## config.mk

```make
export PLATFORM = sky130hd
export DESIGN_NAME = acrb_regbank
export DESIGN_NICKNAME = d
export VERILOG_FILES = /design/src/design/acrb_pkg.sv /design/src/design/acrb_regbank.sv
export SDC_FILE = /design/constraint.sdc
export NUM_CORES = 1
export LEC_CHECK = 0
export BUFFER_PORTS_ARGS = -buffer_cell sky130_fd_sc_hd__buf_2
export CORE_MARGIN = 5
export CORE_UTILIZATION = 54
export DETAILED_ROUTE_END_ITERATION = 16
export MAX_ROUTING_LAYER = met4
export PLACE_DENSITY = 0.82
export RECOVER_POWER = 100
export SYNTH_ARGS = -nofsm -noshare
export SYNTH_HDL_FRONTEND = slang
export SYNTH_SLANG_ARGS = --single-unit
```

## constraint.sdc

```tcl
create_clock -name mclk_i -period 2.1 [get_ports mclk_i]
set_clock_uncertainty 0.15 [all_clocks]
set_input_delay 0.21 -clock mclk_i [delete_from_list [all_inputs] [get_ports mclk_i]]
set_output_delay 0.21 -clock mclk_i [all_outputs]
set_load 0.1 [all_outputs]
```

## src/design/acrb_pkg.sv

```systemverilog
// Package for the converter configuration register bank
package acrb_pkg;
   localparam int unsigned ADDR_W = 5;
   localparam int unsigned DATA_W = 11;
   localparam int unsigned WORD_W = 16;
   localparam int unsigned PAT_W = 12;
   // Register addresses
   localparam logic [4:0] ADDR_PWR = 5'h00;
   localparam logic [4:0] ADDR_CLKG = 5'h04;
   localparam logic [4:0] ADDR_TPAT = 5'h0a;
   localparam logic [4:0] ADDR_CPLO = 5'h0b;
   localparam logic [4:0] ADDR_CPHI = 5'h0c;
   // Reset value shared by every register
   localparam logic [10:0] REG_RST = 11'h000;
   // Field positions
   localparam int unsigned PWR_GLOBAL_BIT = 0;
   localparam int unsigned PWR_CH_LSB = 1;
   localparam int unsigned PWR_REF_BIT = 5;
   localparam int unsigned PWR_SWRST_BIT = 10;
   localparam int unsigned CLKG_LSB = 2;
   localparam int unsigned TPAT_SEL_LSB = 5;
   localparam int unsigned TPAT_FMT_BIT = 9;
   localparam int unsigned CPHI_MSB_BIT = 0;
   localparam int unsigned CPHI_FG_LSB = 8;
   // Writable bit masks; everything else is reserved and held at zero
   localparam logic [10:0] MASK_PWR = 11'h43f;
   localparam logic [10:0] MASK_CLKG = 11'h07c;
   localparam logic [10:0] MASK_TPAT = 11'h2e0;
   localparam logic [10:0] MASK_CPLO = 11'h7ff;
   localparam logic [10:0] MASK_CPHI = 11'h701;
   // Clock buffer gain codes
   localparam logic [4:0] CLKG_STEP0 = 5'h18;
   localparam logic [4:0] CLKG_STEP1 = 5'h00;
   localparam logic [4:0] CLKG_STEP2 = 5'h0c;
   localparam logic [4:0] CLKG_STEP3 = 5'h0a;
   localparam logic [4:0] CLKG_STEP4 = 5'h09;
   localparam logic [4:0] CLKG_STEP5 = 5'h08;
   // Fine gain limit
   localparam logic [2:0] FG_MAX = 3'h6;
   // Write settle time after the sixteenth serial clock
   localparam int unsigned CLK_HZ = 20000000;
   localparam int unsigned SETTLE_NS = 100;
   localparam int unsigned SETTLE_CYC_RAW = (SETTLE_NS * (CLK_HZ / 1000000)) / 1000;
   localparam int unsigned SETTLE_CYC = (SETTLE_CYC_RAW < 1) ? 1 : SETTLE_CYC_RAW;
   localparam int unsigned SER_BITS = 16;
   // Fixed output patterns
   localparam logic [11:0] PAT_ZERO = 12'h000;
   localparam logic [11:0] PAT_ONES = 12'hfff;
   localparam logic [11:0] PAT_TOGGLE = 12'haaa;
   localparam logic [11:0] PAT_ALIGN = 12'haaa;
   localparam logic [11:0] PAT_SYNC = 12'hfc0;
   localparam logic [11:0] FMT_FLIP = 12'h800;

   typedef enum logic [2:0] {
      TP_NORMAL,
      TP_ZEROS,
      TP_ONES,
      TP_TOGGLE,
      TP_UNUSED,
      TP_CUSTOM,
      TP_ALIGN,
      TP_SYNC
   } acrb_pat_t;

   typedef enum logic [1:0] {
      SP_IDLE,
      SP_SHIFT,
      SP_SETTLE
   } acrb_sp_state_t;
endpackage : acrb_pkg

```

## src/design/acrb_regbank.sv

```systemverilog
// Serial-programmed configuration register bank of a four-channel converter
`timescale 1ns/1ps
// Notes on behaviour
// - Hardware or software reset clears all bits
// - Bit 0 of 0x00: global power-down
// - Bits 1-4 power down channels A-D
// - Bit 5 selects external reference when set
// - Software reset bit self-clears after reset
// - Gain codes for steps 0,2-5 accepted
// - Gain code 00000 is step 1, default
// - Pattern code 000 passes converted samples
// - Code 011 gives toggle pattern
// - Code 101 gives 12-bit custom word
// - 110 alternating alignment stream, 111 sync
// - Bit 9 selects offset binary over two's complement
// - 0x0B bits 10-0 are pattern bits 10-0
// - 0x0C bit 0 is pattern bit 11
// - 0x0C bits 10-8 fine gain 0-6 dB; code 7 is passed to fine_gain_o unlimited
// - Write applies 100 ns after 16th clock
// - Pattern register lives at address 0x0a
module acrb_regbank #(
   parameter int unsigned NCH = 4
) (
   // Clock and reset
   input wire logic mclk_i,
   input wire logic nrst_i,
   // Serial configuration pins
   input wire logic ser_clk_i,
   input wire logic ser_en_n_i,
   input wire logic ser_data_i,
   // Converted samples, one word per channel
   input wire logic [NCH*12-1:0] adc_sample_i,
   // Power and reference controls
   output logic global_pdn_o,
   output logic [NCH-1:0] ch_pdn_o,
   output logic ext_ref_o,
   // Analogue settings
   output logic [4:0] clk_gain_code_o,
   output logic [2:0] clk_gain_step_o,
   output logic [2:0] fine_gain_o,
   output logic output_number_format_o,
   // Output words, one per channel
   output logic [NCH*12-1:0] out_word_o
);

   ////////////////////////////////////////////////////////////////////////////
   // State

   typedef struct packed {
      logic [2:0] sclk_s;
      logic [1:0] sen_s;
      logic [1:0] sdat_s;
      acrb_pkg::acrb_sp_state_t st;
      logic [15:0] shreg;
      logic [4:0] bitcnt;
      logic [7:0] settle;
      logic [10:0] r_pwr;
      logic [10:0] r_clkg;
      logic [10:0] r_tpat;
      logic [10:0] r_cplo;
      logic [10:0] r_cphi;
      logic [NCH*12-1:0] word;
      logic [2:0] step;
      logic tgl;
   } acrb_state_t;

   localparam logic [7:0] SETTLE_LD = 8'(acrb_pkg::SETTLE_CYC);

   acrb_state_t s_q;
   acrb_state_t s_d;
   logic sclk_fall;
   logic [4:0] waddr;
   logic [10:0] wdata;
   logic [11:0] custom_pat;
   logic [11:0] pat_word;
   acrb_pkg::acrb_pat_t pat_sel;
   logic wr_land;

   assign sclk_fall = s_q.sclk_s[2] & ~s_q.sclk_s[1];
   // Frame: 5 address bits then 11 data bits gives 16 bits: a5 d11
   assign waddr = s_q.shreg[15:11];
   assign wdata = s_q.shreg[10:0];
   assign custom_pat = {s_q.r_cphi[acrb_pkg::CPHI_MSB_BIT], s_q.r_cplo};
   assign pat_sel = acrb_pkg::acrb_pat_t'(s_q.r_tpat[acrb_pkg::TPAT_SEL_LSB +: 3]);
   // Last settle cycle, on which a decoded frame writes its register
   assign wr_land = (s_q.st == acrb_pkg::SP_SETTLE) && (s_q.settle == 8'h01);

   always_comb begin
      case (pat_sel)
         acrb_pkg::TP_ZEROS: pat_word = acrb_pkg::PAT_ZERO;
         acrb_pkg::TP_ONES: pat_word = acrb_pkg::PAT_ONES;
         acrb_pkg::TP_TOGGLE: pat_word = s_q.tgl ? ~acrb_pkg::PAT_TOGGLE
                                                 : acrb_pkg::PAT_TOGGLE;
         acrb_pkg::TP_CUSTOM: pat_word = custom_pat;
         acrb_pkg::TP_ALIGN: pat_word = acrb_pkg::PAT_ALIGN;
         acrb_pkg::TP_SYNC: pat_word = acrb_pkg::PAT_SYNC;
         default: pat_word = acrb_pkg::PAT_ZERO;
      endcase
   end

   ////////////////////////////////////////////////////////////////////////////
   // Next state

   always_comb begin
      s_d = s_q;
      s_d.sclk_s = {s_q.sclk_s[1:0], ser_clk_i};
      s_d.sen_s = {s_q.sen_s[0], ser_en_n_i};
      s_d.sdat_s = {s_q.sdat_s[0], ser_data_i};
      s_d.tgl = ~s_q.tgl;
      case (s_q.st)
         acrb_pkg::SP_IDLE: begin
            s_d.bitcnt = 5'h00;
            if (!s_q.sen_s[1]) begin
               s_d.st = acrb_pkg::SP_SHIFT;
            end
         end
         acrb_pkg::SP_SHIFT: begin
            if (s_q.sen_s[1]) begin
               s_d.st = acrb_pkg::SP_IDLE;
            end else if (sclk_fall) begin
               s_d.shreg = {s_q.shreg[14:0], s_q.sdat_s[1]};
               s_d.bitcnt = s_q.bitcnt + 5'h01;
               if (s_q.bitcnt == 5'(acrb_pkg::SER_BITS - 1)) begin
                  s_d.settle = SETTLE_LD;
                  s_d.st = acrb_pkg::SP_SETTLE;
               end
            end
         end
         acrb_pkg::SP_SETTLE: begin
            s_d.settle = s_q.settle - 8'h01;
            if (s_q.settle == 8'h01) begin
               s_d.st = acrb_pkg::SP_IDLE;
               if (waddr == acrb_pkg::ADDR_PWR) begin
                  s_d.r_pwr = wdata & acrb_pkg::MASK_PWR;
               end else if (waddr == acrb_pkg::ADDR_CLKG) begin
                  s_d.r_clkg = wdata & acrb_pkg::MASK_CLKG;
               end else if (waddr == acrb_pkg::ADDR_TPAT) begin
                  s_d.r_tpat = wdata & acrb_pkg::MASK_TPAT;
               end else if (waddr == acrb_pkg::ADDR_CPLO) begin
                  s_d.r_cplo = wdata & acrb_pkg::MASK_CPLO;
               end else if (waddr == acrb_pkg::ADDR_CPHI) begin
                  s_d.r_cphi = wdata & acrb_pkg::MASK_CPHI;
               end
            end
         end
         default: s_d.st = acrb_pkg::SP_IDLE;
      endcase
      // Software reset clears the bank, itself included, next cycle
      if (s_q.r_pwr[acrb_pkg::PWR_SWRST_BIT]) begin
         s_d.r_pwr = acrb_pkg::REG_RST;
         s_d.r_clkg = acrb_pkg::REG_RST;
         s_d.r_tpat = acrb_pkg::REG_RST;
         s_d.r_cplo = acrb_pkg::REG_RST;
         s_d.r_cphi = acrb_pkg::REG_RST;
      end
      case (s_q.r_clkg[acrb_pkg::CLKG_LSB +: 5])
         acrb_pkg::CLKG_STEP0: s_d.step = 3'h0;
         acrb_pkg::CLKG_STEP2: s_d.step = 3'h2;
         acrb_pkg::CLKG_STEP3: s_d.step = 3'h3;
         acrb_pkg::CLKG_STEP4: s_d.step = 3'h4;
         acrb_pkg::CLKG_STEP5: s_d.step = 3'h5;
         default: s_d.step = 3'h1;
      endcase
      for (int i = 0; i < NCH; i++) begin
         if (pat_sel == acrb_pkg::TP_NORMAL) begin
            s_d.word[i*12 +: 12] = adc_sample_i[i*12 +: 12]
               ^ (s_q.r_tpat[acrb_pkg::TPAT_FMT_BIT] ? acrb_pkg::FMT_FLIP
                                                    : acrb_pkg::PAT_ZERO);
         end else begin
            s_d.word[i*12 +: 12] = pat_word;
         end
      end
   end

   always_ff @(posedge mclk_i or negedge nrst_i) begin
      if (!nrst_i) begin
         s_q <= '0;
         s_q.sen_s <= 2'h3;
         s_q.step <= 3'h1;
      end else begin
         s_q <= s_d;
      end
   end

   ////////////////////////////////////////////////////////////////////////////
   // Outputs

   assign global_pdn_o = s_q.r_pwr[acrb_pkg::PWR_GLOBAL_BIT];
   assign ch_pdn_o = s_q.r_pwr[acrb_pkg::PWR_CH_LSB +: NCH];
   assign ext_ref_o = s_q.r_pwr[acrb_pkg::PWR_REF_BIT];
   assign clk_gain_code_o = s_q.r_clkg[acrb_pkg::CLKG_LSB +: 5];
   assign clk_gain_step_o = s_q.step;
   assign fine_gain_o = s_q.r_cphi[acrb_pkg::CPHI_FG_LSB +: 3];
   assign output_number_format_o = s_q.r_tpat[acrb_pkg::TPAT_FMT_BIT];
   assign out_word_o = s_q.word;

   ////////////////////////////////////////////////////////////////////////////
   // Checks

   property p_swrst_clear;
      @(posedge mclk_i) disable iff (!nrst_i)
      s_q.r_pwr[acrb_pkg::PWR_SWRST_BIT] |=> (s_q.r_pwr == 11'h000 && s_q.r_cplo == 11'h000);
   endproperty
   a_swrst_clear: assert property (p_swrst_clear) else $error("software reset did not clear");

   property p_glob;
      @(posedge mclk_i) disable iff (!nrst_i)
      (wr_land && waddr == acrb_pkg::ADDR_PWR)
         |=> global_pdn_o == $past(wdata[acrb_pkg::PWR_GLOBAL_BIT]);
   endproperty
   a_glob: assert property (p_glob) else $error("global power-down mismatch");

   property p_ch;
      @(posedge mclk_i) disable iff (!nrst_i)
      (wr_land && waddr == acrb_pkg::ADDR_PWR)
         |=> ch_pdn_o == $past(wdata[acrb_pkg::PWR_CH_LSB +: NCH]);
   endproperty
   a_ch: assert property (p_ch) else $error("channel power-down mismatch");

   property p_ref;
      @(posedge mclk_i) disable iff (!nrst_i)
      (wr_land && waddr == acrb_pkg::ADDR_PWR)
         |=> ext_ref_o == $past(wdata[acrb_pkg::PWR_REF_BIT]);
   endproperty
   a_ref: assert property (p_ref) else $error("reference select mismatch");

   property p_step1;
      @(posedge mclk_i) disable iff (!nrst_i)
      (clk_gain_code_o == 5'h00) |=> (clk_gain_step_o == 3'h1 || $changed(clk_gain_code_o));
   endproperty
   a_step1: assert property (p_step1) else $error("gain code 0 not step 1");

   property p_step5;
      @(posedge mclk_i) disable iff (!nrst_i)
      (clk_gain_code_o == 5'h08) ##1 (clk_gain_code_o == 5'h08) |-> clk_gain_step_o == 3'h5;
   endproperty
   a_step5: assert property (p_step5) else $error("gain code 01000 not step 5");

   property p_zero;
      @(posedge mclk_i) disable iff (!nrst_i)
      (pat_sel == acrb_pkg::TP_ZEROS) |=> (out_word_o[11:0] == 12'h000 || $changed(pat_sel));
   endproperty
   a_zero: assert property (p_zero) else $error("zeros pattern wrong");

   property p_custom;
      @(posedge mclk_i) disable iff (!nrst_i)
      (pat_sel == acrb_pkg::TP_CUSTOM) ##1 (pat_sel == acrb_pkg::TP_CUSTOM)
         |-> out_word_o[11:0] == $past(custom_pat);
   endproperty
   a_custom: assert property (p_custom) else $error("custom pattern wrong");

   property p_rsvd;
      @(posedge mclk_i) disable iff (!nrst_i)
      (s_q.r_tpat[4:0] == 5'h00) && (s_q.r_cphi[7:1] == 7'h00) && (s_q.r_clkg[1:0] == 2'h0)
         && (s_q.r_pwr[9:6] == 4'h0) && (s_q.r_clkg[10:7] == 4'h0)
         && !s_q.r_tpat[10] && !s_q.r_tpat[8];
   endproperty
   a_rsvd: assert property (p_rsvd) else $error("reserved bit set");

   property p_settle;
      @(posedge mclk_i) disable iff (!nrst_i)
      (s_q.st == acrb_pkg::SP_SHIFT && s_d.st == acrb_pkg::SP_SETTLE)
         |=> (s_q.st == acrb_pkg::SP_SETTLE)[*2] ##1 (s_q.st == acrb_pkg::SP_IDLE);
   endproperty
   a_settle: assert property (p_settle) else $error("write settle time wrong");

   property p_step0;
      @(posedge mclk_i) disable iff (!nrst_i)
      (clk_gain_code_o == 5'h18) ##1 (clk_gain_code_o == 5'h18) |-> clk_gain_step_o == 3'h0;
   endproperty
   a_step0: assert property (p_step0) else $error("gain code 11000 not step 0");

   property p_ones;
      @(posedge mclk_i) disable iff (!nrst_i)
      (pat_sel == acrb_pkg::TP_ONES) |=> (out_word_o[11:0] == 12'hfff || $changed(pat_sel));
   endproperty
   a_ones: assert property (p_ones) else $error("ones pattern wrong");

   property p_toggle;
      @(posedge mclk_i) disable iff (!nrst_i)
      (pat_sel == acrb_pkg::TP_TOGGLE)[*3] |-> out_word_o[11:0] == ~$past(out_word_o[11:0]);
   endproperty
   a_toggle: assert property (p_toggle) else $error("toggle pattern did not alternate");

   property p_fmt;
      @(posedge mclk_i) disable iff (!nrst_i)
      (pat_sel == acrb_pkg::TP_NORMAL && output_number_format_o)[*2]
         |-> out_word_o[11] == ~$past(adc_sample_i[11]);
   endproperty
   a_fmt: assert property (p_fmt) else $error("offset binary sign bit wrong");

   property p_fine;
      @(posedge mclk_i) disable iff (!nrst_i)
      (wr_land && waddr == acrb_pkg::ADDR_CPHI)
         |=> fine_gain_o == $past(wdata[acrb_pkg::CPHI_FG_LSB +: 3]);
   endproperty
   a_fine: assert property (p_fine) else $error("fine gain write lost");

   property p_tpat_addr;
      @(posedge mclk_i) disable iff (!nrst_i)
      (wr_land && waddr == acrb_pkg::ADDR_TPAT)
         |=> output_number_format_o == $past(wdata[acrb_pkg::TPAT_FMT_BIT]);
   endproperty
   a_tpat_addr: assert property (p_tpat_addr) else $error("format bit write lost");

   property p_chan;
      @(posedge mclk_i) disable iff (!nrst_i)
      (pat_sel != acrb_pkg::TP_NORMAL)[*2] |-> out_word_o[12 +: 12] == out_word_o[11:0];
   endproperty
   a_chan: assert property (p_chan) else $error("channels carry different patterns");

   c_write: cover property (@(posedge mclk_i) disable iff (!nrst_i)
      s_q.st == acrb_pkg::SP_SETTLE ##1 s_q.st == acrb_pkg::SP_IDLE);
   c_swrst: cover property (@(posedge mclk_i) disable iff (!nrst_i)
      s_q.r_pwr[acrb_pkg::PWR_SWRST_BIT]);
   c_custom: cover property (@(posedge mclk_i) disable iff (!nrst_i)
      pat_sel == acrb_pkg::TP_CUSTOM);
   c_toggle: cover property (@(posedge mclk_i) disable iff (!nrst_i)
      pat_sel == acrb_pkg::TP_TOGGLE);
   c_gain_max: cover property (@(posedge mclk_i) disable iff (!nrst_i)
      clk_gain_step_o == 3'h5);

endmodule : acrb_regbank

```

==> flow_summary.yaml <==
status:
  outcome: "complete, no violations"
setup_path:
  crit_arrival_ns: 2.20
  worstPathMaxFanout: 7
  crit_required_ns: 2.35
  critPathKind: "flop to flop"
  cp-start-kind: "flop"
  crit_path_end_kind: "flop"
  reg2reg_depth: 4
grt:
  antenna_found_initial: 1
  grt_pass1_vias: 4181
  grt_pass1_wl_um: 21400
  grt_max_degree: 75
  overflow: 0
  grtUsageTotal_pct: 24.4
timing:
  post-route-period-util_pct: 93.2
  timing.fmax_mhz: 511
  setup_slack_ns: 0.142
  worstMarginPinSlew_ns: 1.11
  fin_crit_ns: 1.96
  finalHoldViolCount: 0
  finalSetupViolCount: 0
  slew_violations: 0
  tns_ns: 0
  slew_headroom_pct: 25.8
clock_network:
  cts_tree: "yes"
  clock_latency_ns: 0.52
  numCtsBuffers: 17
  clk_pin_slew_ns: 0.06
  root_buffer: "clkbuf_8"
  cts_max_path_buffers: 2
  clock-sinks: 121
  h-tree-depth: 4
layout:
  syn2layout_area_growth_pct: 27.1
  finalNetCount: 636
  fill_cells: 629
  drive_above_1_share_pct: 31.3
  final_area_um2: 6810
  utilization_pct: 70.0
  register_area_um2: 3030
  multiInputGateArea_um2: 1740
synth:
  ys_types: 50
  synth_seq_area_share_pct: 56.6
  synthArstFlopShare_pct: 100
  synth_cells: 462
  synth.net_count: 519
  ys.flop_type: "dfrtp_1"
  yosys_warnings: 0
  synth-seq-cells: 121
  synth_edf_count: 0
  netlist_area_um2: 5360
  synth_area_per_cell_um2: 11.6
detailed_routing:
  vias: 3947
  drc: 0
  ant_nets: 0
  first_pass_iters: 4
  drt_iter0_drc: 287
  wl_per_cell_um: 19.1
  vias_per_cell: 5.43
  wl_um: 13900
place:
  port_buffers: 118
  post-place-ws_ns: 0.131
  placed_cell_area_um2: 5660
  gp_congestion: 0.852
  place_hpwl_um: 7800
floorplan:
  rows: 36
  boundaryPins: 119
  die_x_um: 110
  core_area_um2: 9730
  die-area_um2: 12000
  start_util_pct: 55.0
  dieHeight_um: 110
run:
  drv_cap: 0
power_and_ir_drop:
  total_power_mw: 6.25
  peakVddDrop_v: 0.000458
  p_leak_nw: 3.49
  powerDensity_nw_per_um2: 918
hold_path:
  hp-class: "input pin to flop"
  min_delay_path_depth: 2
## flip-flops by register name (all words and copies together), names as in the netlist, 3 cells and up
signal / cells
fine_gain_o: 3
custom_pat: 12
out_word_o: 48
s_d: 4
clk_gain_code_o: 5
s_q: 36
clk_gain_step_o: 3
ch_pdn_o: 4
pat_sel: 3
## routing by layer
| metal | track usage, % | part of all wire, % |
|---|---|---|
| met5 | - | 0 |
| met4 | 13.4 | 4.2 |
| met3 | 5.75 | 6.5 |
| met2 | 43.0 | 53 |
| met1 | 25.0 | 37 |
## cells in the mapped netlist (all sizes together), types with 2 or more instances
| master | instances | area, µm² |
|---|---|---|
| buf | 70 | 522 |
| nor4b | 4 | 35.0 |
| a22o | 11 | 96.3 |
| dfstp | 3 | 78.8 |
| ha | 4 | 50.1 |
| nand4 | 5 | 31.3 |
| nand2 | 27 | 101 |
| nand3 | 8 | 40.0 |
| nor4bb | 2 | 20.0 |
| nor2b | 3 | 18.8 |
| dfrtp | 118 | 2950 |
| inv | 8 | 30.0 |
| nor3 | 5 | 41.3 |
| nand2b | 3 | 18.8 |
| nor3b | 3 | 22.5 |
| clkbuf | 14 | 53.8 |
| or4 | 2 | 15.0 |
| nand3b | 17 | 128 |
| a21oi | 4 | 20.0 |
| nor2 | 19 | 71.3 |
| mux2i | 9 | 90.1 |
| and2 | 2 | 12.5 |
| xnor2 | 5 | 43.8 |
| and3b | 3 | 26.3 |
| nand4b | 2 | 17.5 |
| mux2 | 16 | 180 |
| o21ai | 32 | 160 |
| a21o | 47 | 353 |
## layout by cell type, fill, tap and decap left out, types with 4 or more instances in the layout
cell type,instances
dfrtp_1,118
buf_2,59
clkbuf_2,59
dlygate4sd3_1,52
a21o_1,47
nand2_1,27
nor2_1,19
o21ai_0,17
nand3b_1,17
mux2_2,16
clkbuf_16,16
o21ai_1,14
a22o_1,11
mux2i_1,9
buf_4,9
inv_1,8
nand3_1,8
xnor2_1,5
nand4_1,5
clkinv_4,5
a21oi_1,4
ha_1,4
bufinv_16,4
## layout make-up
class,count,area share (%)
multi-input cells,249,25.6
clock inverters,13,2.85
inverters,8,0.441
flip-flops and latches,121,44.5
repair buffers,182,17.8
diodes,2,0.0735
well taps,133,2.44
clock buffers,19,6.34
## repair_timing
action                                  CTS  global route
cloned                                    0             0
endpoints found under the setup margin    1            13
gates resized for setup                   1             2
hold endpoints to repair                172             0
setup buffers                             0             2
hold buffers                             52             0
## cells by family after synthesis
| kind of cell | count (synthesis) | share of synthesized area [%] |
|---|---|---|
| xor gates and xnor gates | 6 | 0.981 |
| adders and majority gates | 4 | 0.935 |
| and+or+nand+nor | 111 | 12.1 |
| muxes | 25 | 5.05 |
| DFF | 121 | 56.6 |
| AOI/OAI and AO/OA | 103 | 13.1 |
| buffers and inverters | 92 | 11.3 |
## final timing paths
check                      startpoint  slack, ns              to
max                          s_q[131]       0.14     ch_pdn_o[0]
min reg2reg                  s_d[139]       0.20        s_q[139]
max in group asynchronous      nrst_i       0.70  out_word_o[40]
min                         ser_clk_i       0.18        s_d[143]
max reg2reg                  s_q[131]       0.14     ch_pdn_o[0]
min in group asynchronous      nrst_i       0.38  out_word_o[11]
## critical path, stage by stage (launching register included)
cell	delay [ns]
dfrtp_1	0.46
or4_1	0.52
nor2_1	0.17
a31oi_1	0.23
a22o_1	0.30
## per-stage QoR
| step | instances | hold WS (ns) |
|---|---|---|
| global placement | 639 | 0.0700 |
| detailed placement | 639 | 0.0720 |
| finish | 727 | 0.183 |
| floorplan | 462 | -0.236 |
| CTS | 723 | 0.0824 |
| global route | 726 | 0.191 |
## power breakdown
| part | internal [mW] | switching [mW] | leakage (nW) |
|---|---|---|---|
| sequential | 2.42 | 0.0768 | 1.54 |
| combinational | 0.191 | 0.496 | 1.64 |
| clock | 1.97 | 1.09 | 0.303 |
| total | 4.59 | 1.66 | 3.49 |
Note: power is estimated with default switching activity, not from simulation.
